`src/inc/tpp_defines.svh`:
```
// Constants of the three-phase PWM core: offsets, field positions, counts.
// Assumes a 100 MHz master clock on i_clk.
`ifndef TPP_DEFINES_SVH
`define TPP_DEFINES_SVH

`define TPP_CLK_MHZ 100
// Waveform memory access time in ns, and the wait it needs in cycles
`define TPP_ROM_ACC_NS 450
`define TPP_ROM_ACC_CYC ((`TPP_ROM_ACC_NS * `TPP_CLK_MHZ + 999) / 1000)
`define TPP_SYNC_CYC 3

// Staging register offsets
`define TPP_STG_R0 2'h0
`define TPP_STG_R1 2'h1
`define TPP_STG_R2 2'h2
`define TPP_STG_COMMIT 2'h3

// Initialisation word {R2, R1, R0}
`define TPP_PDT_MSB 6
`define TPP_PDT_LSB 0
`define TPP_CFS_MSB 10
`define TPP_CFS_LSB 8
`define TPP_FRS_MSB 13
`define TPP_FRS_LSB 11
`define TPP_PDY_MSB 21
`define TPP_PDY_LSB 16
// Control word {R2, R1, R0}
`define TPP_PFS_MSB 11
`define TPP_PFS_LSB 0
`define TPP_OM_BIT 12
`define TPP_REV_BIT 13
`define TPP_HOLDN_BIT 14
`define TPP_AMP_MSB 23
`define TPP_AMP_LSB 16

`define TPP_INIT_RST 24'h000000
`define TPP_CTRL_RST 24'h000000

// Timing figures
`define TPP_PDY_MAX 7'h40
`define TPP_PDT_MAX 8'h80
`define TPP_PHASE_MOD 22'h180000
`define TPP_ANG_FULL 12'h600
`define TPP_ANG_HALF 11'h300
`define TPP_ANG_120 10'h200
`define TPP_ZPP_START 11'h400
`define TPP_ROM_HI 11'h400
`define TPP_GAIN_DIV 17'h000ff
`define TPP_LEV_MID 10'h080
`define TPP_LEV_TOP 9'h100

`endif

```
`src/inc/tpp_pkg.sv`:
```
// Types shared by the three-phase PWM core files.
// Assumes nothing beyond a SystemVerilog compiler.
package tpp_pkg;
    typedef enum logic [1:0] {TPP_RS_IDLE, TPP_RS_WAIT} tpp_rom_state_e;
    typedef logic [23:0] tpp_word_t;
    typedef logic [10:0] tpp_angle_t;
    typedef logic [8:0] tpp_level_t;
endpackage

```
`src/verilog/tpp_phase_shaper.sv`:
```
// One phase leg: minimum-width filter then rising-edge underlap.
// Assumes i_tick marks one 1/512 carrier step, one cycle wide.
module tpp_phase_shaper
    import tpp_pkg::*;
(
    input wire logic i_clk,
    input wire logic i_reset,
    input wire logic i_tick,
    input wire logic i_raw,
    input wire logic [7:0] i_pdt,
    input wire logic [6:0] i_pdy,
    output logic o_top,
    output logic o_bot
);
    logic del_q;
    logic [7:0] run_q;
    logic [6:0] dly_q;
    logic take;

    // Change accepted only once it has lasted the deletion time
    assign take = i_tick && (i_raw != del_q) && (run_q + 8'h01 >= i_pdt);

    always_ff @(posedge i_clk) begin
        if (i_reset) begin
            del_q <= 1'b0;
            run_q <= 8'h00;
        end else if (i_raw == del_q) begin
            run_q <= 8'h00;
        end else if (take) begin
            del_q <= i_raw;
            run_q <= 8'h00;
        end else if (i_tick) begin
            run_q <= run_q + 8'h01;
        end
    end

    // Underlap counts from the filtered edge, so it follows deletion
    always_ff @(posedge i_clk) begin
        if (i_reset) begin
            dly_q <= 7'h00;
        end else if (take) begin
            dly_q <= 7'h00;
        end else if (i_tick && dly_q < i_pdy) begin
            dly_q <= dly_q + 7'h01;
        end
    end

    // Both legs off until the delay ends: no shoot-through
    assign o_top = del_q && (dly_q >= i_pdy);
    assign o_bot = !del_q && (dly_q >= i_pdy);
endmodule

```
`src/verilog/tpp_pwm_core.sv`:
```
// Three-phase PWM generator core with staging registers and trip latch.
// Assumes staging strobes come from logic on i_clk; fault pin is async.
// Summary of operation
// - Carrier equals master clock over 512 times n, n from carrier_freq_select.
// - Power frequency range is carrier over 384 times m from freq_range_select.
// - Rising edges of all outputs delayed by pdy carrier steps.
// - Pulses shorter than pdt carrier steps are deleted.
// - Delay follows deletion; shortest output pulse is deletion minus delay.
// - Power frequency is range times 12-bit select over 4096.
// - Overmodulation bit zero keeps amplitude in the normal span.
// - Rotation bit zero gives forward red-yellow-blue sequence.
// - output_hold_n high leaves outputs active; low forces them off.
// - Waveform samples scale by waveform_gain_word over 255.
// - High fault input sets trip latch, driving status and outputs low.
// - Trip latch stays set until a reset cycle.
// - Fault input shuts down without processor involvement.
// - fault_status_n is low while tripped, high otherwise.
// - During reset every PWM output is forced low.
// - During reset all counters clear, phase at red zero degrees.
// - Reset release with fault low clears trip; outputs stay off until output_hold_n is set high.
// - zero_phase_pulse runs at power frequency with 1:2 mark-space.
// - Forward: its falling edge marks red phase zero degrees.
// - Reverse: its rising edge marks red phase zero degrees.
// - All PWM timing derives from the master clock.
// - Delay code inverted: all ones gives 1, all zeros gives 64.
// - Deletion code inverted: all ones gives 1, all zeros gives 128.
// - Range codes 000 to 110 give m of 1 to 64.
// - Commit write moves staged R0 to R2 into the active word at once.
`include "tpp_defines.svh"
module tpp_pwm_core
    import tpp_pkg::*;
(
    input wire logic i_clk,
    input wire logic i_reset,
    input wire logic i_stg_wr,
    input wire logic [1:0] i_stg_addr,
    input wire logic [7:0] i_stg_data,
    input wire logic i_stg_init,
    input wire logic i_fault_force,
    input wire logic [3:0] i_wave_nibble,
    output logic [10:0] o_wave_addr,
    output logic o_red_top,
    output logic o_red_bot,
    output logic o_yel_top,
    output logic o_yel_bot,
    output logic o_blu_top,
    output logic o_blu_bot,
    output logic o_fault_status_n,
    output logic o_zero_phase_pulse
);
    localparam int ROM_WAIT = `TPP_ROM_ACC_CYC + `TPP_SYNC_CYC;

    function automatic logic [7:0] carr_div(input logic [2:0] code);
        carr_div = 8'h01 << code;
    endfunction

    function automatic logic [2:0] range_shift(input logic [2:0] code);
        range_shift = (code == 3'h7) ? 3'h6 : code;
    endfunction

    function automatic tpp_angle_t phase_ang(input tpp_angle_t a, input logic [1:0] k);
        logic [11:0] t;
        t = {1'b0, a} + `TPP_ANG_FULL - ({10'h000, k} * {2'h0, `TPP_ANG_120});
        if (t >= `TPP_ANG_FULL) begin
            t = t - `TPP_ANG_FULL;
        end
        phase_ang = t[10:0];
    endfunction

    function automatic logic [10:0] rom_addr(input tpp_angle_t a, input logic [2:0] idx);
        tpp_angle_t p;
        tpp_angle_t s;
        p = phase_ang(a, idx[2:1]);
        s = (p >= `TPP_ANG_HALF) ? p - `TPP_ANG_HALF : p;
        rom_addr = idx[0] ? s + `TPP_ROM_HI : s;
    endfunction

    function automatic tpp_level_t lev_calc(input logic [7:0] smp, input logic neg,
                                            input logic [8:0] gain);
        logic [16:0] sc;
        logic [9:0] half;
        sc = ({9'h000, smp} * {8'h00, gain}) / `TPP_GAIN_DIV;
        half = sc[10:1];
        if (half >= `TPP_LEV_MID) begin
            lev_calc = neg ? 9'h000 : `TPP_LEV_TOP;
        end else if (neg) begin
            lev_calc = 9'(`TPP_LEV_MID - half);
        end else begin
            lev_calc = 9'(`TPP_LEV_MID + half);
        end
    endfunction

    // Staging and active parameter words
    logic [7:0] stg_q [3];
    tpp_word_t init_q;
    tpp_word_t ctrl_q;
    logic commit;

    assign commit = i_stg_wr && (i_stg_addr == `TPP_STG_COMMIT);

    always_ff @(posedge i_clk) begin
        if (i_reset) begin
            stg_q[0] <= 8'h00;
            stg_q[1] <= 8'h00;
            stg_q[2] <= 8'h00;
        end else if (i_stg_wr && !commit) begin
            stg_q[i_stg_addr] <= i_stg_data;
        end
    end

    // One-cycle copy keeps a half-updated word from ever reaching the engine
    always_ff @(posedge i_clk) begin
        if (i_reset) begin
            init_q <= `TPP_INIT_RST;
            ctrl_q <= `TPP_CTRL_RST;
        end else if (commit && i_stg_init) begin
            init_q <= {stg_q[2], stg_q[1], stg_q[0]};
        end else if (commit) begin
            ctrl_q <= {stg_q[2], stg_q[1], stg_q[0]};
        end
    end

    logic [2:0] carrier_freq_select;
    logic [2:0] freq_range_select;
    logic [7:0] pdt;
    logic [6:0] pdy;
    logic [11:0] pfs;
    logic [8:0] gain;
    logic rev;
    logic hold_n;

    assign carrier_freq_select = init_q[`TPP_CFS_MSB:`TPP_CFS_LSB];
    assign freq_range_select = init_q[`TPP_FRS_MSB:`TPP_FRS_LSB];
    assign pdt = `TPP_PDT_MAX - {1'b0, init_q[`TPP_PDT_MSB:`TPP_PDT_LSB]};
    assign pdy = `TPP_PDY_MAX - {1'b0, init_q[`TPP_PDY_MSB:`TPP_PDY_LSB]};
    assign pfs = ctrl_q[`TPP_PFS_MSB:`TPP_PFS_LSB];
    // Overmodulation acts as the ninth gain bit
    assign gain = {ctrl_q[`TPP_OM_BIT], ctrl_q[`TPP_AMP_MSB:`TPP_AMP_LSB]};
    assign rev = ctrl_q[`TPP_REV_BIT];
    assign hold_n = ctrl_q[`TPP_HOLDN_BIT];

    // Carrier: one tick every n clocks, 512 ticks per period
    logic [6:0] div_q;
    logic [8:0] pos_q;
    logic tick;
    logic cstart;

    assign tick = ({1'b0, div_q} + 8'h01 >= carr_div(carrier_freq_select));
    assign cstart = tick && (pos_q == 9'h1ff);

    always_ff @(posedge i_clk) begin
        if (i_reset) begin
            div_q <= 7'h00;
            pos_q <= 9'h000;
        end else if (tick) begin
            div_q <= 7'h00;
            pos_q <= pos_q + 9'h001;
        end else begin
            div_q <= div_q + 7'h01;
        end
    end

    // Phase accumulator: one turn is 384 * 4096 units, 1024 per angle step
    logic [20:0] acc_q;
    logic [17:0] inc;
    logic [21:0] fwd;
    logic [21:0] bwd;
    tpp_angle_t ang;

    assign inc = {6'h00, pfs} << range_shift(freq_range_select);
    assign fwd = {1'b0, acc_q} + {4'h0, inc};
    assign bwd = {1'b0, acc_q} + `TPP_PHASE_MOD - {4'h0, inc};
    assign ang = acc_q[20:10];

    always_ff @(posedge i_clk) begin
        if (i_reset) begin
            acc_q <= 21'h000000;
        end else if (cstart && !rev) begin
            acc_q <= (fwd >= `TPP_PHASE_MOD) ? 21'(fwd - `TPP_PHASE_MOD) : fwd[20:0];
        end else if (cstart) begin
            acc_q <= (bwd >= `TPP_PHASE_MOD) ? 21'(bwd - `TPP_PHASE_MOD) : bwd[20:0];
        end
    end

    // High over the last third of the turn: the 0 degree crossing is the
    // falling edge going forward and the rising edge going backward
    logic zpp_q;

    always_ff @(posedge i_clk) begin
        if (i_reset) begin
            zpp_q <= 1'b0;
        end else begin
            zpp_q <= (ang >= `TPP_ZPP_START);
        end
    end

    // Waveform memory: nibble data comes from a pin, so it is synchronised
    logic [3:0] nib1_q;
    logic [3:0] nib2_q;
    logic [3:0] nib3_q;

    always_ff @(posedge i_clk) begin
        nib1_q <= i_wave_nibble;
        nib2_q <= nib1_q;
        nib3_q <= nib2_q;
    end

    // Six reads a period: low then high nibble for each phase
    tpp_rom_state_e rs_q;
    logic [2:0] rd_q;
    logic [6:0] wt_q;
    tpp_angle_t snap_q;
    logic [10:0] addr_q;
    logic [7:0] smp_q [3];
    logic [2:0] neg_q;
    logic grab;

    assign grab = (rs_q == TPP_RS_WAIT) && (wt_q >= 7'(ROM_WAIT))
                  && (nib2_q == nib3_q);

    always_ff @(posedge i_clk) begin
        if (i_reset) begin
            rs_q <= TPP_RS_IDLE;
            rd_q <= 3'h0;
            wt_q <= 7'h00;
            snap_q <= 11'h000;
            addr_q <= 11'h000;
        end else if (cstart) begin
            rs_q <= TPP_RS_WAIT;
            rd_q <= 3'h0;
            wt_q <= 7'h00;
            snap_q <= ang;
            addr_q <= rom_addr(ang, 3'h0);
        end else begin
            case (rs_q)
                TPP_RS_IDLE: begin
                    wt_q <= 7'h00;
                end
                TPP_RS_WAIT: begin
                    if (grab) begin
                        rd_q <= rd_q + 3'h1;
                        wt_q <= 7'h00;
                        addr_q <= rom_addr(snap_q, rd_q + 3'h1);
                        if (rd_q == 3'h5) begin
                            rs_q <= TPP_RS_IDLE;
                        end
                    end else begin
                        wt_q <= wt_q + 7'h01;
                    end
                end
                default: begin
                    rs_q <= TPP_RS_IDLE;
                end
            endcase
        end
    end

    always_ff @(posedge i_clk) begin
        if (i_reset) begin
            smp_q[0] <= 8'h00;
            smp_q[1] <= 8'h00;
            smp_q[2] <= 8'h00;
            neg_q <= 3'h0;
        end else if (grab && rd_q[0]) begin
            smp_q[rd_q[2:1]][7:4] <= nib3_q;
        end else if (grab) begin
            smp_q[rd_q[2:1]][3:0] <= nib3_q;
            neg_q[rd_q[2:1]] <= (phase_ang(snap_q, rd_q[2:1]) >= `TPP_ANG_HALF);
        end
    end

    // Regular sampling: levels from last period take effect at period start
    logic [7:0] tri_w;
    logic [2:0] top;
    logic [2:0] bot;
    tpp_level_t lev_q [3];

    assign tri_w = pos_q[8] ? ~pos_q[7:0] : pos_q[7:0];

    for (genvar k = 0; k < 3; k++) begin : g_phase
        always_ff @(posedge i_clk) begin
            if (i_reset) begin
                lev_q[k] <= 9'h000;
            end else if (cstart) begin
                lev_q[k] <= lev_calc(smp_q[k], neg_q[k], gain);
            end
        end

        tpp_phase_shaper u_shaper (
            .i_clk(i_clk),
            .i_reset(i_reset),
            .i_tick(tick),
            .i_raw({1'b0, tri_w} < lev_q[k]),
            .i_pdt(pdt),
            .i_pdy(pdy),
            .o_top(top[k]),
            .o_bot(bot[k])
        );
    end

    // Fault pin: three stages, level moves once stages two and three agree
    logic flt1_q;
    logic flt2_q;
    logic flt3_q;
    logic fault_q;
    logic rst_q;
    logic trip_q;
    logic trip_d;
    logic stat_q;

    always_ff @(posedge i_clk) begin
        flt1_q <= i_fault_force;
        flt2_q <= flt1_q;
        flt3_q <= flt2_q;
        if (flt2_q == flt3_q) begin
            fault_q <= flt3_q;
        end
    end

    always_ff @(posedge i_clk) begin
        rst_q <= i_reset;
    end

    // Set wins over the release clear; nothing on the staging side can clear
    always_comb begin
        if (fault_q) begin
            trip_d = 1'b1;
        end else if (i_reset || rst_q) begin
            trip_d = 1'b0;
        end else begin
            trip_d = trip_q;
        end
    end

    always_ff @(posedge i_clk) begin
        trip_q <= trip_d;
        stat_q <= !trip_d;
    end

    logic [5:0] pwm_q;

    always_ff @(posedge i_clk) begin
        if (i_reset || trip_d || !hold_n) begin
            pwm_q <= 6'h00;
        end else begin
            pwm_q <= {bot[2], top[2], bot[1], top[1], bot[0], top[0]};
        end
    end

    assign o_red_top = pwm_q[0];
    assign o_red_bot = pwm_q[1];
    assign o_yel_top = pwm_q[2];
    assign o_yel_bot = pwm_q[3];
    assign o_blu_top = pwm_q[4];
    assign o_blu_bot = pwm_q[5];
    assign o_fault_status_n = stat_q;
    assign o_zero_phase_pulse = zpp_q;
    assign o_wave_addr = addr_q;

    // Carrier gap counter, only read by the checks below
    logic [7:0] gap_q;
    logic cfg_ok_q;

    always_ff @(posedge i_clk) begin
        if (i_reset || tick) begin
            gap_q <= 8'h00;
        end else begin
            gap_q <= gap_q + 8'h01;
        end
        if (i_reset || (commit && i_stg_init)) begin
            cfg_ok_q <= 1'b0;
        end else if (tick) begin
            cfg_ok_q <= 1'b1;
        end
    end
endmodule

```
`config.mk`:
```
export PLATFORM = sky130hd
export DESIGN_NAME = tpp_pwm_core
export DESIGN_NICKNAME = d
export VERILOG_FILES = /design/src/inc/tpp_pkg.sv /design/src/verilog/tpp_phase_shaper.sv /design/src/verilog/tpp_pwm_core.sv
export VERILOG_INCLUDE_DIRS = /design/src /design/src/inc
export SDC_FILE = /design/constraint.sdc
export NUM_CORES = 1
export LEC_CHECK = 0
export ABC_AREA = 0
export BUFFER_PORTS_ARGS = -buffer_cell sky130_fd_sc_hd__buf_2
export CORE_ASPECT_RATIO = 0.8
export CORE_MARGIN = 2
export CORE_UTILIZATION = 50
export DETAILED_ROUTE_END_ITERATION = 10
export PLACE_DENSITY = 0.67
export REMOVE_ABC_BUFFERS = 1
export SLEW_MARGIN = 20
export SYNTH_ARGS = -nofsm -noshare
export SYNTH_HDL_FRONTEND = slang
export SYNTH_SLANG_ARGS = --single-unit
```
`constraint.sdc`:
```
create_clock -name i_clk -period 27.3 [get_ports i_clk]
set_input_delay 1.365 -clock i_clk [delete_from_list [all_inputs] [get_ports i_clk]]
set_output_delay 1.365 -clock i_clk [all_outputs]
set_load 0.03 [all_outputs]
```
**Yosys cells after proc, flatten, opt, wreduce, memory -nomap -nowiden**

Memory sizes are Yosys's and may differ from the RTL's.
Index checks and enable logic that the tools add are counted.

- Register bits: 194
- Bits in writable memories: 75
- Input port bits: 19
- Output and inout port bits: 19
- Logic and storage cells: 266
- Memories kept: 3

- Add/sub/neg operators: 34
- Multiply operators: 3
- Divide/modulo/power cells: 3
- Order comparisons: 28
- Eq/ne operators: 18
- Shift-type cells: 2
- Mux-type cells: 74
- Bitwise logic cells: 10
- Reduce and logical (&&, ||, !) cells: 58

Memories:

| name | depth | bits a word | rd ports | clocked after memory_dff | write ports | RTL line | RTL |
|---|---|---|---|---|---|---|---|
| lev_q | 3 | 9 | 3 | 0 | 3 | tpp_pwm_core.sv:276 | `tpp_level_t lev_q [3];` |
| smp_q | 3 | 8 | 3 | 0 | 3 | tpp_pwm_core.sv:214 | `logic [7:0] smp_q [3];` |
| stg_q | 3 | 8 | 3 | 0 | 3 | tpp_pwm_core.sv:94 | `logic [7:0] stg_q [3];` |

Operators with widths:

| kind | number |
|---|---|
| $mux W11 | 18 |
| $mux W9 | 18 |
| $mux W21 | 4 |
| $div A17 B8 Y17 const B | 3 |
| $mul A8 B9 Y17 | 3 |
| $ge A22 B21 Y1 const B | 2 |
| $sub A21 B21 Y21 const B | 2 |
| $ge A12 B11 Y1 const B | 3 |
| $add A7 B1 Y7 const B | 5 |
| $ge A11 B10 Y1 const B | 3 |
| $sub A11 B11 Y11 const B | 3 |
| $ge A8 B8 Y1 | 4 |
| $ge A10 B8 Y1 const B | 3 |
| $add A8 B9 Y9 const A | 3 |
| $lt A8 B9 Y1 | 3 |
| $sub A8 B9 Y9 const A | 3 |
| $add A11 B11 Y12 const B | 2 |
| $add A8 B1 Y8 const B | 3 |
| $logic_and A1 B1 Y1 | 24 |
| $mux W8 | 3 |
| $sub A12 B11 Y12 | 2 |
| $add A21 B18 Y22 | 1 |
| $add A21 B21 Y22 const B | 1 |
| $sub A11 B10 Y11 const B | 2 |
| other kinds (46) | 112 |

**Depth between registers and ports, before layout**

Gate-level depths: netlist of run 1.

- Word-level depth: 15
- Gate-level depth with buffers: 45
- Depth with buffers taken out: 38

**By module**

From an unflattened synthesis of run 1, not the netlist that was laid out.

- Cell total of the unflattened synthesis: 3,492
- Area, all modules: 28,337.2 µm²

By module, submodules not included:

| module | times used | cells each | area an instance (µm²) | seq. area each (µm²) |
|---|---|---|---|---|
| tpp_pwm_core | 1 | 3,060 | 24,752.5 | 5,054.8 |
| tpp_phase_shaper | 3 | 144 | 1,194.9 | 320.3 |

**Least setup slack after synthesis of run 1**

OpenSTA, ideal clock, no wires.

- Path type: reg-to-reg
- Start point: reg ctrl_q[16], read port of stg_q
- End point: mem lev_q[0][5] in the netlist's numbering (data pin)
- Arrival: 9,743 ps
- Required time: 27,037 ps
- Path slack: 17,294 ps
- Cell stages (with the launch flop): 39
- Path buffers: 3
- Clock period less this slack: 10,006 ps
- Path through: dfxtp_1 > clkbuf_1 > nand2_1 > fa_1 > fa_1 > inv_1 > fa_1 > inv_1 > fa_1 > inv_1 > ha_1 > buf_2 > a21o_1 > a311o_1 > and4_1 > or4_1 > nor2_1 > a2111oi_4 > [3 not listed] > or4_1 > nor3_2 > o21ai_0 > a32o_1 > buf_2 > nand4_1 > o311ai_0 > a211o_1 > a311o_1 > a311oi_1 > mux2i_1 > o21a_1 > ha_1 > inv_1 > or4b_1 > o211a_1 > o21ai_0 > mux2i_1

RTL lines:

| what | RTL line | RTL |
|---|---|---|
| from (decl) | tpp_pwm_core.sv:96 | `tpp_word_t ctrl_q;` |
| to (decl) | tpp_pwm_core.sv:276 |  |

==> results of run 1 <==
-- state kept, by name (all words and copies together) (netlist names), 6 cells and up --
| signal | flops |
|---|---|
| acc_q | 21 |
| snap_q | 11 |
| pos_q | 9 |
| o_wave_addr | 11 |
| ctrl_q | 23 |
| lev_q | 27 |
| div_q | 7 |
| stg_q | 23 |
| g_phase.u_shaper.dly_q | 21 |
| pwm_q | 6 |
| init_q | 19 |
| g_phase.u_shaper.run_q | 24 |
| smp_q | 24 |
| wt_q | 7 |
-- cell type report --
| cell class | instances | area share [%] |
|---|---|---|
| Sequential cell | 263 | 19.5 |
| Multi-Input combinational cell | 2848 | 69.1 |
| Inverter | 323 | 3.94 |
| Clock inverter | 10 | 0.378 |
| Timing Repair Buffer | 53 | 0.999 |
| Tap cell | 760 | 3.09 |
| Clock buffer | 45 | 2.99 |
-- metal layers --
layer | routed length, µm | vias up | global-route usage [%]
li1 | - | 12466 | -
met1 | 37200 | 11721 | 37.7
met2 | 28700 | 736 | 34.1
met3 | 4260 | 70 | 2.88
met4 | 1340 | 0 | 4.94
met5 | 0 | - | 0
-- power groups by stage --
| stage | Clock (mW) | Combinational, mW | Sequential [mW] |
|---|---|---|---|
| floorplan | 0 | 0.198 | 0.445 |
| global placement | 0 | 0.254 | 0.454 |
| detailed placement | 0 | 0.256 | 0.454 |
| CTS | 0.429 | 0.258 | 0.446 |
| global route | 0.442 | 0.297 | 0.449 |
| finish | 0.422 | 0.260 | 0.446 |
-- worst max-delay path by stage --
| stage | slack [ns] | depth (start not counted) | endpoint | from |
|---|---|---|---|---|
| after global routing | 14.56 | 33 | lev_q[1][8] | ctrl_q[21] |
| after detailed placement | 15.63 | 35 | lev_q[0][5] | ctrl_q[20] |
| final | 15.43 | 34 | lev_q[0][6] | ctrl_q[22] |
| after CTS | 15.58 | 33 | lev_q[1][8] | ctrl_q[20] |
| after floorplan | 17.25 | 36 | lev_q[0][5] | ctrl_q[16] |
| after global placement | 15.84 | 34 | lev_q[0][4] | ctrl_q[20] |
-- synth_stat cells, types with 78 or more instances --
cell type	n
sky130_fd_sc_hd__nand3_1	101
sky130_fd_sc_hd__o21ai_0	139
sky130_fd_sc_hd__clkbuf_1	80
sky130_fd_sc_hd__fa_1	130
sky130_fd_sc_hd__xnor2_1	119
sky130_fd_sc_hd__inv_1	321
sky130_fd_sc_hd__a21oi_1	220
sky130_fd_sc_hd__xor2_1	78
sky130_fd_sc_hd__nor2_1	256
sky130_fd_sc_hd__and2_1	239
sky130_fd_sc_hd__ha_1	274
sky130_fd_sc_hd__nand2_1	363
sky130_fd_sc_hd__dfxtp_1	188
-- through the flow --
stage	power [mW]	cell area (µm²)
detailed placement	0.710	29800
CTS	1.13	30800
global placement	0.708	29800
global route	1.19	30800
floorplan	0.644	28500
finish	1.13	30800
-- kinds of logic after synthesis --
kind of cell | count (synthesis) | share of synthesized area (%)
AND/OR/NAND/NOR | 1353 | 24.2
AO/OA/AOI/OAI | 817 | 19.7
buffers and inverters | 435 | 5.80
adder cells (fa/ha/maj) | 406 | 20.9
flip-flops | 263 | 20.8
XOR/XNOR | 198 | 6.01
multiplexers | 74 | 2.67
==> reports/summary.json, run 1 <==
{
  "worst_setup_path": {
    "path_delay_family": "compound AO/OA/AOI/OAI gates",
    "critPathMaxFanout": 25,
    "reg2reg_depth": 34,
    "rr_endpoint": "lev_q[0][6]",
    "critPathKind": "reg -> reg",
    "worst_ep_required_time_ns": 27.61,
    "count_of_buffer_and_inverter_cells_on_the_critical_path": 4,
    "crit-reg2reg-launch": "ctrl_q[22]",
    "worstPathArrival_ns": 12.18,
    "slowest_stage": "sky130_fd_sc_hd__dfxtp_1",
    "cp-end-kind": "flip-flop",
    "regToRegSetupSlack_ns": 15.43,
    "timing.critical_path.from_type": "flip-flop",
    "cpPeakStageDelay_ns": 0.97
  },
  "sta": {
    "final-setup-viol-count": 0,
    "worst_pin_slew_ns": 1.07,
    "slew-limit-headroom_pct": 28.6,
    "fin_crit_sh_pct": 43.5,
    "hold_viol_final": 0,
    "final_max_slew_viol_count": 0,
    "fmaxAchievable_ghz": 0.0843,
    "finalSetupTns_ns": 0,
    "setup_repair_after_global_routing_missed_its_margin": "no",
    "finalClockSkew_ns": 0.0325,
    "min_period_ns": 11.87,
    "worst_hold_slack_ns": 0.326,
    "setup_ws_ns": 15.43
  },
  "clocking": {
    "cts_setup_buffers": 0,
    "clkTransAtPathRegs_ns": 0.06,
    "number_of_clock_sinks": 263,
    "clkLatencyLatePin_ns": 0.60,
    "tritoncts": "done",
    "cts.path.max_buffers": 3,
    "cts-buffers-inserted": 30,
    "root_buffer": "sky130_fd_sc_hd__clkbuf_16",
    "cts-htree-levels": 1,
    "cts_hold_buffers_added": 0,
    "cts_resized": 0
  },
  "min_path": {
    "timing.hold.worst.class": "reg -> reg",
    "min_path_cells": 0,
    "min-delay-start": "nib1_q[2]",
    "min_delay_worst_endpoint": "nib2_q[2]"
  },
  "drt": {
    "wl_per_cell_um": 16.6,
    "avgViaCountPerCell": 5.81,
    "drt_iter0_markers": 2192,
    "drt.antenna.violating_nets": 0,
    "drt_pass1_iterations": 5,
    "via_count": 24993,
    "finalWirelength_um": 71500,
    "drc_errors": 0
  },
  "finish": {
    "postLayoutCoreUtil_pct": 54.0,
    "layout-drive-gt1-share_pct": 6.32,
    "syn_to_final_growth_pct": 6.31,
    "sequential_cell_area_um2": 6020,
    "insertedDiodeCount": 0,
    "mostFrequentLayoutCell": "sky130_fd_sc_hd__nand2_1",
    "nets": 3942,
    "footprint_of_the_multi_input_gates_um2": 21300,
    "filler_cell_count": 5341,
    "layout.cells.most_common_list": "sky130_fd_sc_hd__nand2_1, sky130_fd_sc_hd__inv_1, sky130_fd_sc_hd__ha_1",
    "instances_no_fill": 4302
  },
  "grt": {
    "first_pass_grt_wire_length_um": 119000,
    "grt_usage_pct": 23.8,
    "number_of_global_route_vias_before_repair": 22997,
    "grt_max_degree": 63,
    "grt_overflow": 0,
    "initial_antenna_violation_count": 0
  },
  "floorplanning": {
    "die_y_um": 219,
    "dieArea_um2": 59900,
    "dieWidth_um": 273,
    "starting_density_of_the_core_pct": 50.8,
    "core.rowCount": 78,
    "ioPinCount": 38,
    "core_um2": 57000
  },
  "placed_design": {
    "numPortBuffers": 37,
    "detailed_place_hpwl_um": 55300,
    "place.gp.congestion": 0.931,
    "dp.cells": 4247,
    "place_worst_setup_slack_ns": 15.63
  },
  "synthesis": {
    "post_synth_main_area_contributors": "sky130_fd_sc_hd__dfxtp_1, sky130_fd_sc_hd__ha_1, sky130_fd_sc_hd__fa_1",
    "synth_area_leader_cell": "sky130_fd_sc_hd__dfxtp_1",
    "synth.yosys.warnings": 0,
    "synthesis.instances": 3546,
    "yosys.area.top_type_share_pct": 13.0,
    "synth-edff-count": 75,
    "syn-cell-area_um2": 29000,
    "synth_seq_area_share_pct": 20.8,
    "netlist_cell_types": 115,
    "synth.ff_latch_count": 263,
    "postSynthAreaPerCell_um2": 8.17,
    "asyncSetResetFlopFracSynth_pct": 0,
    "yosys_most_used_dff": "sky130_fd_sc_hd__dfxtp_1"
  },
  "pwr": {
    "power.clock.fraction_pct": 37.4,
    "power_frac_comb_pct": 23.1,
    "power.density_nw_per_um2": 36.6,
    "power.internal_mw": 0.775,
    "seq_power_share_pct": 39.6,
    "switching_share_pct": 31.3,
    "cellLeakagePower_nw": 13.2,
    "power_switching_mw": 0.353,
    "irDropWorstVdd_uv": 50.8
  },
  "outcome": {
    "outcome": "finished, final reports clean"
  },
  "job": {
    "cap_violations": 0
  }
}
Note: power is estimated with default switching activity, not from simulation.
==> run 2, diff against run 1 <==
--- a/config.mk
+++ b/config.mk
@@ -6,7 +6,7 @@
 export SDC_FILE = /design/constraint.sdc
 export NUM_CORES = 1
 export LEC_CHECK = 0
-export ABC_AREA = 0
+export ABC_AREA = 1
 export BUFFER_PORTS_ARGS = -buffer_cell sky130_fd_sc_hd__buf_2
 export CORE_ASPECT_RATIO = 0.8
 export CORE_MARGIN = 2
==> constraint.sdc (replaced) <==
create_clock -name i_clk -period 11.8 [get_ports i_clk]
set_input_delay 0.59 -clock i_clk [delete_from_list [all_inputs] [get_ports i_clk]]
set_output_delay 0.59 -clock i_clk [all_outputs]
set_load 0.03 [all_outputs]
==> reports/summary.json, run 2 <==
{
  "outcome": {
    "outcome": {"value": "finished, final reports clean", "change": "unchanged"}
  },
  "placed_design": {
    "numPortBuffers": {"value": 37, "change": "unchanged"},
    "detailed_place_hpwl": {"value": 51300, "unit": "µm", "change": "was 55300 µm"},
    "dp.cells": {"value": 4896, "change": "was 4247"},
    "place.gp.congestion": {"value": 0.894, "change": "was 0.931"}
  },
  "sta": {
    "worst_pin_slew": {"value": 1.03, "unit": "ns", "change": "was 1.07 ns"},
    "hold_viol_final": {"value": 0, "change": "unchanged"},
    "fmaxAchievable": {"value": 0.0969, "unit": "GHz", "change": "was 0.0843 GHz"},
    "finalSetupTns": {"value": 0, "unit": "ns", "change": "unchanged"},
    "final_max_slew_viol_count": {"value": 0, "change": "unchanged"},
    "slew-limit-headroom": {"value": 29.7, "unit": "%", "change": "was 28.6%"},
    "fin_crit_sh": {"value": 87.4, "unit": "%", "change": "was 43.5%"},
    "final-setup-viol-count": {"value": 0, "change": "unchanged"},
    "setup_repair_after_global_routing_missed_its_margin": {"value": "no", "change": "unchanged"},
    "min_period": {"value": 10.32, "unit": "ns", "change": "was 11.87 ns"},
    "finalClockSkew": {"value": 0.0121, "unit": "ns", "change": "was 0.0325 ns"}
  },
  "floorplanning": {
    "die_y": {"value": 217, "unit": "µm", "change": "was 219 µm"},
    "core": {"value": 56500, "unit": "µm²", "change": "was 57000 µm²"},
    "starting_density_of_the_core": {"value": 50.4, "unit": "%", "change": "was 50.8%"},
    "dieArea": {"value": 58900, "unit": "µm²", "change": "was 59900 µm²"},
    "dieWidth": {"value": 271, "unit": "µm", "change": "was 273 µm"},
    "ioPinCount": {"value": 38, "change": "unchanged"},
    "core.rowCount": {"value": 78, "change": "unchanged"}
  },
  "clocking": {
    "cts_setup_buffers": {"value": 0, "change": "unchanged"},
    "cts.path.max_buffers": {"value": 3, "change": "unchanged"},
    "root_buffer": {"value": "sky130_fd_sc_hd__clkbuf_16", "change": "unchanged"},
    "cts_hold_buffers_added": {"value": 0, "change": "unchanged"},
    "number_of_clock_sinks": {"value": 263, "change": "unchanged"},
    "cts_resized": {"value": 0, "change": "unchanged"},
    "tritoncts": {"value": "done", "change": "unchanged"},
    "clkTransAtPathRegs": {"value": 0.07, "unit": "ns", "change": "was 0.06 ns"},
    "cts-buffers-inserted": {"value": 27, "change": "was 30"},
    "clkLatencyLatePin": {"value": 0.58, "unit": "ns", "change": "was 0.60 ns"},
    "cts-htree-levels": {"value": 1, "change": "unchanged"}
  },
  "worst_setup_path": {
    "timing.critical_path.from_type": {"value": "flip-flop", "change": "unchanged"},
    "cpPeakStageDelay": {"value": 0.72, "unit": "ns", "change": "was 0.97 ns"},
    "rr_endpoint": {"value": "lev_q[1][3]", "change": "was lev_q[0][6]"},
    "crit-reg2reg-launch": {"value": "ctrl_q[18]", "change": "was ctrl_q[22]"},
    "critical_path.most_common_cell": "sky130_fd_sc_hd__nand2_2",
    "critPathKind": {"value": "reg -> reg", "change": "unchanged"},
    "regToRegSetupSlack": {"value": 1.48, "unit": "ns", "change": "was 15.43 ns"},
    "cp-end-kind": {"value": "flip-flop", "change": "unchanged"},
    "worst_ep_required_time": {"value": 12.12, "unit": "ns", "change": "was 27.61 ns"},
    "reg2reg_depth": {"value": 61, "change": "was 34"},
    "slowest_stage": {"value": "sky130_fd_sc_hd__dfxtp_1", "change": "unchanged"},
    "worstPathArrival": {"value": 10.63, "unit": "ns", "change": "was 12.18 ns"},
    "critPathMaxFanout": {"value": 17, "change": "was 25"}
  },
  "synthesis": {
    "yosys-top-cells-count": {"value": "sky130_fd_sc_hd__nand2_1, sky130_fd_sc_hd__inv_1, sky130_fd_sc_hd__nor2_1, sky130_fd_sc_hd__ha_1, sky130_fd_sc_hd__nand3_1", "change": "was sky130_fd_sc_hd__nand2_1, sky130_fd_sc_hd__inv_1, sky130_fd_sc_hd__ha_1, sky130_fd_sc_hd__nor2_1, sky130_fd_sc_hd__and2_1"},
    "yosys.area.top_type_share": {"value": 13.2, "unit": "%", "change": "was 13.0%"},
    "post_synth_main_area_contributors": {"value": "sky130_fd_sc_hd__dfxtp_1, sky130_fd_sc_hd__nand2_1, sky130_fd_sc_hd__ha_1", "change": "was sky130_fd_sc_hd__dfxtp_1, sky130_fd_sc_hd__ha_1, sky130_fd_sc_hd__fa_1"},
    "synth_most_common_cell": {"value": "sky130_fd_sc_hd__nand2_1", "change": "unchanged"},
    "syn-cell-area": {"value": 28500, "unit": "µm²", "change": "was 29000 µm²"},
    "postSynthAreaPerCell": {"value": 6.81, "unit": "µm²", "change": "was 8.17 µm²"},
    "synth.yosys.warnings": {"value": 0, "change": "unchanged"},
    "synth.ff_latch_count": {"value": 263, "change": "unchanged"},
    "yosys_most_used_dff": {"value": "sky130_fd_sc_hd__dfxtp_1", "change": "unchanged"},
    "synthesis.instances": {"value": 4180, "change": "was 3546"},
    "synth-edff-count": {"value": 75, "change": "unchanged"},
    "synth_seq_area_share": {"value": 21.1, "unit": "%", "change": "was 20.8%"},
    "netlist_cell_types": {"value": 66, "change": "was 115"},
    "synth_area_leader_cell": {"value": "sky130_fd_sc_hd__dfxtp_1", "change": "unchanged"},
    "asyncSetResetFlopFracSynth": {"value": 0, "unit": "%", "change": "unchanged"}
  },
  "finish": {
    "syn_to_final_growth": {"value": 6.26, "unit": "%", "change": "was 6.31%"},
    "regMostFlops": {"value": "lev_q", "change": "unchanged"},
    "largest_reg_flops": {"value": 27, "change": "unchanged"},
    "mostFrequentLayoutCell": {"value": "sky130_fd_sc_hd__nand2_1", "change": "unchanged"},
    "layout.cells.most_common_list": {"value": "sky130_fd_sc_hd__nand2_1, sky130_fd_sc_hd__inv_1, sky130_fd_sc_hd__nor2_1", "change": "was sky130_fd_sc_hd__nand2_1, sky130_fd_sc_hd__inv_1, sky130_fd_sc_hd__ha_1"},
    "filler_cell_count": {"value": 5647, "change": "was 5341"},
    "sequential_cell_area": {"value": 6020, "unit": "µm²", "change": "unchanged"},
    "insertedDiodeCount": {"value": 0, "change": "unchanged"},
    "nets": {"value": 4588, "change": "was 3942"},
    "layout-drive-gt1-share": {"value": 8.96, "unit": "%", "change": "was 6.32%"},
    "largestRegisters": {"value": "lev_q: 27 flops, g_phase.u_shaper.run_q: 24 flops, smp_q: 24 flops", "change": "unchanged"},
    "instances_no_fill": {"value": 4946, "change": "was 4302"},
    "footprint_of_the_multi_input_gates": {"value": 18700, "unit": "µm²", "change": "was 21300 µm²"}
  },
  "min_path": {
    "min_delay_worst_endpoint": {"value": "nib1_q[0]", "change": "was nib2_q[2]"},
    "min-delay-start": {"value": "i_wave_nibble[0]", "change": "was nib1_q[2]"},
    "timing.hold.worst.class": {"value": "in -> reg", "change": "was reg -> reg"},
    "min_path_cells": {"value": 1, "change": "was 0"}
  },
  "grt": {
    "grt_usage": {"value": 22.0, "unit": "%", "change": "was 23.8%"},
    "number_of_global_route_vias_before_repair": {"value": 22573, "change": "was 22997"},
    "first_pass_grt_wire_length": {"value": 110000, "unit": "µm", "change": "was 119000 µm"},
    "initial_antenna_violation_count": {"value": 0, "change": "unchanged"},
    "grt_overflow": {"value": 0, "change": "unchanged"},
    "grt_max_degree": {"value": 50, "change": "was 63"}
  },
  "drt": {
    "drt_iter0_markers": {"value": 1653, "change": "was 2192"},
    "drt_pass1_iterations": {"value": 5, "change": "unchanged"},
    "drt.antenna.violating_nets": {"value": 0, "change": "unchanged"},
    "finalWirelength": {"value": 64400, "unit": "µm", "change": "was 71500 µm"},
    "drc_errors": {"value": 0, "change": "unchanged"},
    "via_count": {"value": 24603, "change": "was 24993"},
    "wl_per_cell": {"value": 13.0, "unit": "µm", "change": "was 16.6 µm"},
    "avgViaCountPerCell": {"value": 4.97, "change": "was 5.81"}
  },
  "pwr": {
    "irDropWorstVdd": {"value": 104, "unit": "µV", "change": "was 50.8 µV"},
    "cellLeakagePower": {"value": 16.7, "unit": "nW", "change": "was 13.2 nW"},
    "power.density": {"value": 90.9, "unit": "nW/µm²", "change": "was 36.6 nW/µm²"}
  },
  "job": {
    "cap_violations": {"value": 0, "change": "unchanged"}
  }
}
[run 2: changes by cell type after synthesis, sizes merged, moves of 37 or more]
cell    before   now
nand2      363  1105
inv        322   871
and2       239     6
nand3      102   258
nor2       256   360
xnor2      120    25
o21ai      155   228
mux2i       51     0
a21o        52     4
a211oi      51     5
nor3        78    34
nor2b       41     0
and3        39     1
nand2b      37     0
[run 2: cell type report]
cell class                 count  share of cell area, %
multi-input combinational   2940                   61.9
sequential                   263                   19.9
inverter                     874                   10.9
tap                          760                   3.14
clock buffer                  34                   2.46
timing repair buffer          59                   1.16
clock inverter                16                  0.632
[run 2: power by group]
part           internal, mW  switching (mW)
clock                 0.520           0.387
combinational         0.289           0.524
sequential            0.976          0.0543
total                  1.79           0.965
[run 2: through the flow]
step / cell area [µm²] / setup WS, ns / total power, mW / util, % / hold WS, ns
floorplan: 28000 / 2.90 / 1.67 / - / 0.310
global placement: 29300 / 1.72 / 1.85 / 51.9 / 0.311
detailed placement: 29300 / 1.57 / 1.85 / 51.9 / 0.314
CTS: 30300 / 1.52 / 2.77 / 53.6 / 0.0901
global route: 30300 / 0.447 / 2.94 / 53.6 / 0.0926
finish: 30300 / 1.48 / 2.75 / 53.6 / 0.114
[run 2: how the worst max path moves through the flow]
stage | start | endpoint | slack [ns] | depth (start not counted)
2_1_floorplan | ctrl_q[17] | lev_q[2][8] | 2.90 | 59
3_3_place_gp | ctrl_q[18] | lev_q[1][3] | 1.72 | 62
3_5_place_dp | ctrl_q[18] | lev_q[1][3] | 1.57 | 62
4_1_cts | ctrl_q[18] | lev_q[1][3] | 1.52 | 62
5_1_grt | ctrl_q[18] | lev_q[1][3] | 0.45 | 64
6_report | ctrl_q[18] | lev_q[1][3] | 1.48 | 61
[run 2: routing by layer]
metal,global-route usage (%),vias to the layer above,part of all wire (%)
met5,0,-,0
met4,3.74,0,1.7
met3,2.59,69,4.3
met2,33.2,409,41
met1,33.9,11071,53
li1,-,13054,-
[run 2: worst max-delay path: cells and delay by family, from the launching register on]
| family | cells | cell delay [ns] |
|---|---|---|
| compound gates | 2 | 0.28 |
| xor+xnor | 2 | 0.46 |
| fa+ha+maj | 6 | 2.68 |
| simple gates | 43 | 5.00 |
| buf+inv | 8 | 0.90 |
| flops | 1 | 0.72 |
[run 2: logic make-up (layout without fill, tap and decap cells)]
logic type               Yosys count  after routing  share of synthesized area, %
AND/OR/NAND/NOR                 1853           1853                          29.7
buffers and inverters            977            983                          13.1
AO/OA/AOI/OAI                    561            561                          11.0
adder cells (fa/ha/maj)          404            404                          21.2
flip-flops                       263            263                          21.1
XOR/XNOR                         122            122                          3.80
==> run 3, diff against run 2 <==
--- a/config.mk
+++ b/config.mk
@@ -10,9 +10,9 @@
 export BUFFER_PORTS_ARGS = -buffer_cell sky130_fd_sc_hd__buf_2
 export CORE_ASPECT_RATIO = 0.8
 export CORE_MARGIN = 2
-export CORE_UTILIZATION = 50
+export CORE_UTILIZATION = 43
 export DETAILED_ROUTE_END_ITERATION = 10
-export PLACE_DENSITY = 0.67
+export PLACE_DENSITY = 0.59
 export REMOVE_ABC_BUFFERS = 1
 export SLEW_MARGIN = 20
 export SYNTH_ARGS = -nofsm -noshare
==> reports/summary.json, run 3 (same netlist as run 2, synthesis figures left out) <==
{
  "outcome": {
    "outcome": {"value": "finished, final reports clean", "change": "unchanged"}
  },
  "worst_setup_path": {
    "worst_ep_required_time": {"value": 12.19, "unit": "ns", "change": "was 12.12 ns"},
    "critPathKind": {"value": "reg -> reg", "change": "unchanged"},
    "cp-end-kind": {"value": "flip-flop", "change": "unchanged"},
    "cpPeakStageDelay": {"value": 0.86, "unit": "ns", "change": "was 0.72 ns"},
    "regToRegSetupSlack": {"value": 1.29, "unit": "ns", "change": "was 1.48 ns"},
    "critical_path.most_common_cell": {"value": "sky130_fd_sc_hd__nand2_1", "change": "was sky130_fd_sc_hd__nand2_2"},
    "worstPathArrival": {"value": 10.90, "unit": "ns", "change": "was 10.63 ns"},
    "timing.critical_path.from_type": {"value": "flip-flop", "change": "unchanged"},
    "critPathMaxFanout": {"value": 18, "change": "was 17"},
    "slowest_stage": {"value": "sky130_fd_sc_hd__dfxtp_1", "change": "unchanged"}
  },
  "floorplanning": {
    "die_y": {"value": 234, "unit": "µm", "change": "was 217 µm"},
    "core.rowCount": {"value": 84, "change": "was 78"},
    "starting_density_of_the_core": {"value": 43.4, "unit": "%", "change": "was 50.4%"},
    "dieArea": {"value": 68300, "unit": "µm²", "change": "was 58900 µm²"},
    "dieWidth": {"value": 292, "unit": "µm", "change": "was 271 µm"},
    "ioPinCount": {"value": 38, "change": "unchanged"},
    "core": {"value": 65600, "unit": "µm²", "change": "was 56500 µm²"}
  },
  "sta": {
    "min_period": {"value": 10.51, "unit": "ns", "change": "was 10.32 ns"},
    "final_max_slew_viol_count": {"value": 0, "change": "unchanged"},
    "finalClockSkew": {"value": 0.0131, "unit": "ns", "change": "was 0.0121 ns"},
    "fin_crit_sh": {"value": 89.0, "unit": "%", "change": "was 87.4%"},
    "hold_viol_final": {"value": 0, "change": "unchanged"},
    "finalSetupTns": {"value": 0, "unit": "ns", "change": "unchanged"},
    "slew-limit-headroom": {"value": 28.1, "unit": "%", "change": "was 29.7%"},
    "final-setup-viol-count": {"value": 0, "change": "unchanged"},
    "setup_repair_after_global_routing_missed_its_margin": {"value": "no", "change": "unchanged"},
    "worst_pin_slew": {"value": 1.05, "unit": "ns", "change": "was 1.03 ns"},
    "fmaxAchievable": {"value": 0.0952, "unit": "GHz", "change": "was 0.0969 GHz"},
    "setup_ws": {"value": 1.29, "unit": "ns", "change": "was 1.48 ns"}
  },
  "drt": {
    "wl_per_cell": {"value": 13.0, "unit": "µm", "change": "about the same"},
    "finalWirelength": {"value": 65600, "unit": "µm", "change": "was 64400 µm"},
    "via_count": {"value": 24224, "change": "was 24603"},
    "drt.antenna.violating_nets": {"value": 0, "change": "unchanged"},
    "drc_errors": {"value": 0, "change": "unchanged"},
    "avgViaCountPerCell": {"value": 4.80, "change": "was 4.97"},
    "drt_pass1_iterations": {"value": 7, "change": "was 5"},
    "drt_iter0_markers": {"value": 1403, "change": "was 1653"}
  },
  "grt": {
    "number_of_global_route_vias_before_repair": {"value": 22371, "change": "was 22573"},
    "grt_usage": {"value": 19.4, "unit": "%", "change": "was 22.0%"},
    "grt_overflow": {"value": 0, "change": "unchanged"},
    "first_pass_grt_wire_length": {"value": 111000, "unit": "µm", "change": "was 110000 µm"},
    "initial_antenna_violation_count": {"value": 0, "change": "unchanged"},
    "grt_max_degree": {"value": 75, "change": "was 50"}
  },
  "clocking": {
    "number_of_clock_sinks": {"value": 263, "change": "unchanged"},
    "clkLatencyLatePin": {"value": 0.56, "unit": "ns", "change": "was 0.58 ns"},
    "cts.path.max_buffers": {"value": 3, "change": "unchanged"},
    "root_buffer": {"value": "sky130_fd_sc_hd__clkbuf_16", "change": "unchanged"},
    "cts_hold_buffers_added": {"value": 0, "change": "unchanged"},
    "tritoncts": {"value": "done", "change": "unchanged"},
    "cts-htree-levels": {"value": 1, "change": "unchanged"},
    "clkTransAtPathRegs": {"value": 0.06, "unit": "ns", "change": "was 0.07 ns"},
    "cts_setup_buffers": {"value": 0, "change": "unchanged"},
    "cts_resized": {"value": 0, "change": "unchanged"},
    "cts-buffers-inserted": {"value": 28, "change": "was 27"}
  },
  "finish": {
    "filler_cell_count": {"value": 6780, "change": "was 5647"},
    "largestRegisters": {"value": "lev_q: 27 flops, g_phase.u_shaper.run_q: 24 flops, smp_q: 24 flops", "change": "unchanged"},
    "instances_no_fill": {"value": 5046, "change": "was 4946"},
    "nets": {"value": 4587, "change": "was 4588"},
    "layout.cells.most_common_list": {"value": "sky130_fd_sc_hd__nand2_1, sky130_fd_sc_hd__inv_1, sky130_fd_sc_hd__nor2_1", "change": "unchanged"},
    "postLayoutCoreUtil": {"value": 46.4, "unit": "%", "change": "was 53.6%"},
    "syn_to_final_growth": {"value": 6.93, "unit": "%", "change": "was 6.26%"},
    "mostFrequentLayoutCell": {"value": "sky130_fd_sc_hd__nand2_1", "change": "unchanged"},
    "layout-drive-gt1-share": {"value": 9.01, "unit": "%", "change": "was 8.96%"},
    "insertedDiodeCount": {"value": 0, "change": "unchanged"},
    "largest_reg_flops": {"value": 27, "change": "unchanged"},
    "regMostFlops": {"value": "lev_q", "change": "unchanged"}
  },
  "job": {
    "cap_violations": {"value": 0, "change": "unchanged"}
  },
  "pwr": {
    "power.clock.fraction": {"value": 34.4, "unit": "%", "change": "was 33.0%"},
    "power.density": {"value": 92.2, "unit": "nW/µm²", "change": "was 90.9 nW/µm²"},
    "cellLeakagePower": {"value": 16.8, "unit": "nW", "change": "was 16.7 nW"},
    "irDropWorstVdd": {"value": 86.5, "unit": "µV", "change": "was 104 µV"},
    "seq_power_share": {"value": 36.6, "unit": "%", "change": "was 37.5%"},
    "power.internal": {"value": 1.84, "unit": "mW", "change": "was 1.79 mW"},
    "power_switching": {"value": 0.967, "unit": "mW", "change": "was 0.965 mW"},
    "switching_share": {"value": 34.4, "unit": "%", "change": "was 35.1%"},
    "power_frac_comb": {"value": 28.9, "unit": "%", "change": "was 29.6%"}
  },
  "placed_design": {
    "numPortBuffers": {"value": 37, "change": "unchanged"},
    "place_worst_setup_slack": {"value": 1.42, "unit": "ns", "change": "was 1.57 ns"},
    "detailed_place_hpwl": {"value": 52200, "unit": "µm", "change": "was 51300 µm"},
    "place.gp.congestion": {"value": 0.853, "change": "was 0.894"},
    "dp.cells": {"value": 4994, "change": "was 4896"}
  },
  "min_path": {
    "timing.hold.worst.class": {"value": "in -> reg", "change": "unchanged"}
  }
}
run 3: per-layer routing:
metal	GRT usage, %	up-vias	wire [µm]	share of wire, %
met5	0	-	0	0
met4	2.19	0	658	1.0
met3	2.53	49	2570	3.9
met2	29.4	346	26500	40
met1	29.8	10771	35900	55
li1	-	13058	-	-
run 3: power groups by stage:
| stage | registers [mW] | logic (mW) | clock network (mW) |
|---|---|---|---|
| floorplan | 1.03 | 0.634 | 0 |
| global placement | 1.05 | 0.806 | 0 |
| detailed placement | 1.05 | 0.808 | 0 |
| CTS | 1.03 | 0.815 | 0.990 |
| global route | 1.04 | 0.941 | 1.02 |
| finish | 1.03 | 0.813 | 0.967 |
run 3: area by class of cell:
cell class | instances | area (µm²) | area share (%)
Clock buffer | 36 | 772 | 2.53
Clock inverter | 16 | 239 | 0.785
Inverter | 874 | 3290 | 10.8
Multi-Input combinational cell | 2940 | 18700 | 61.5
Sequential cell | 263 | 6020 | 19.8
Tap cell | 860 | 1080 | 3.53
Timing Repair Buffer | 57 | 335 | 1.10
run 3: critical path: cells and delay by family (launching register included):
| kind | cells | cell delay, ns |
|---|---|---|
| AND/OR/NAND/NOR | 38 | 4.58 |
| buffers and inverters | 12 | 1.19 |
| AO/OA/AOI/OAI | 5 | 1.03 |
| adder cells (fa/ha/maj) | 6 | 2.65 |
| flip-flops | 1 | 0.86 |
run 3: worst paths after layout:
| kind | from | to | cells past startpoint |
|---|---|---|---|
| setup reg to reg | ctrl_q[20] | lev_q[0][6] | 61 |
| setup / recovery | ctrl_q[20] | lev_q[0][6] | 61 |
| hold reg to reg | nib1_q[1] | nib2_q[1] | 0 |
| hold / removal | i_wave_nibble[3] | nib1_q[3] | 1 |
run 3: through the flow:
stage,hold slack (ns),instance area [µm²],total power [mW]
2_1_floorplan,0.310,28000,1.67
3_3_place_gp,0.310,29400,1.85
3_5_place_dp,0.316,29400,1.86
4_1_cts,0.0962,30500,2.83
5_1_grt,0.0972,30500,3.00
6_report,0.126,30500,2.81
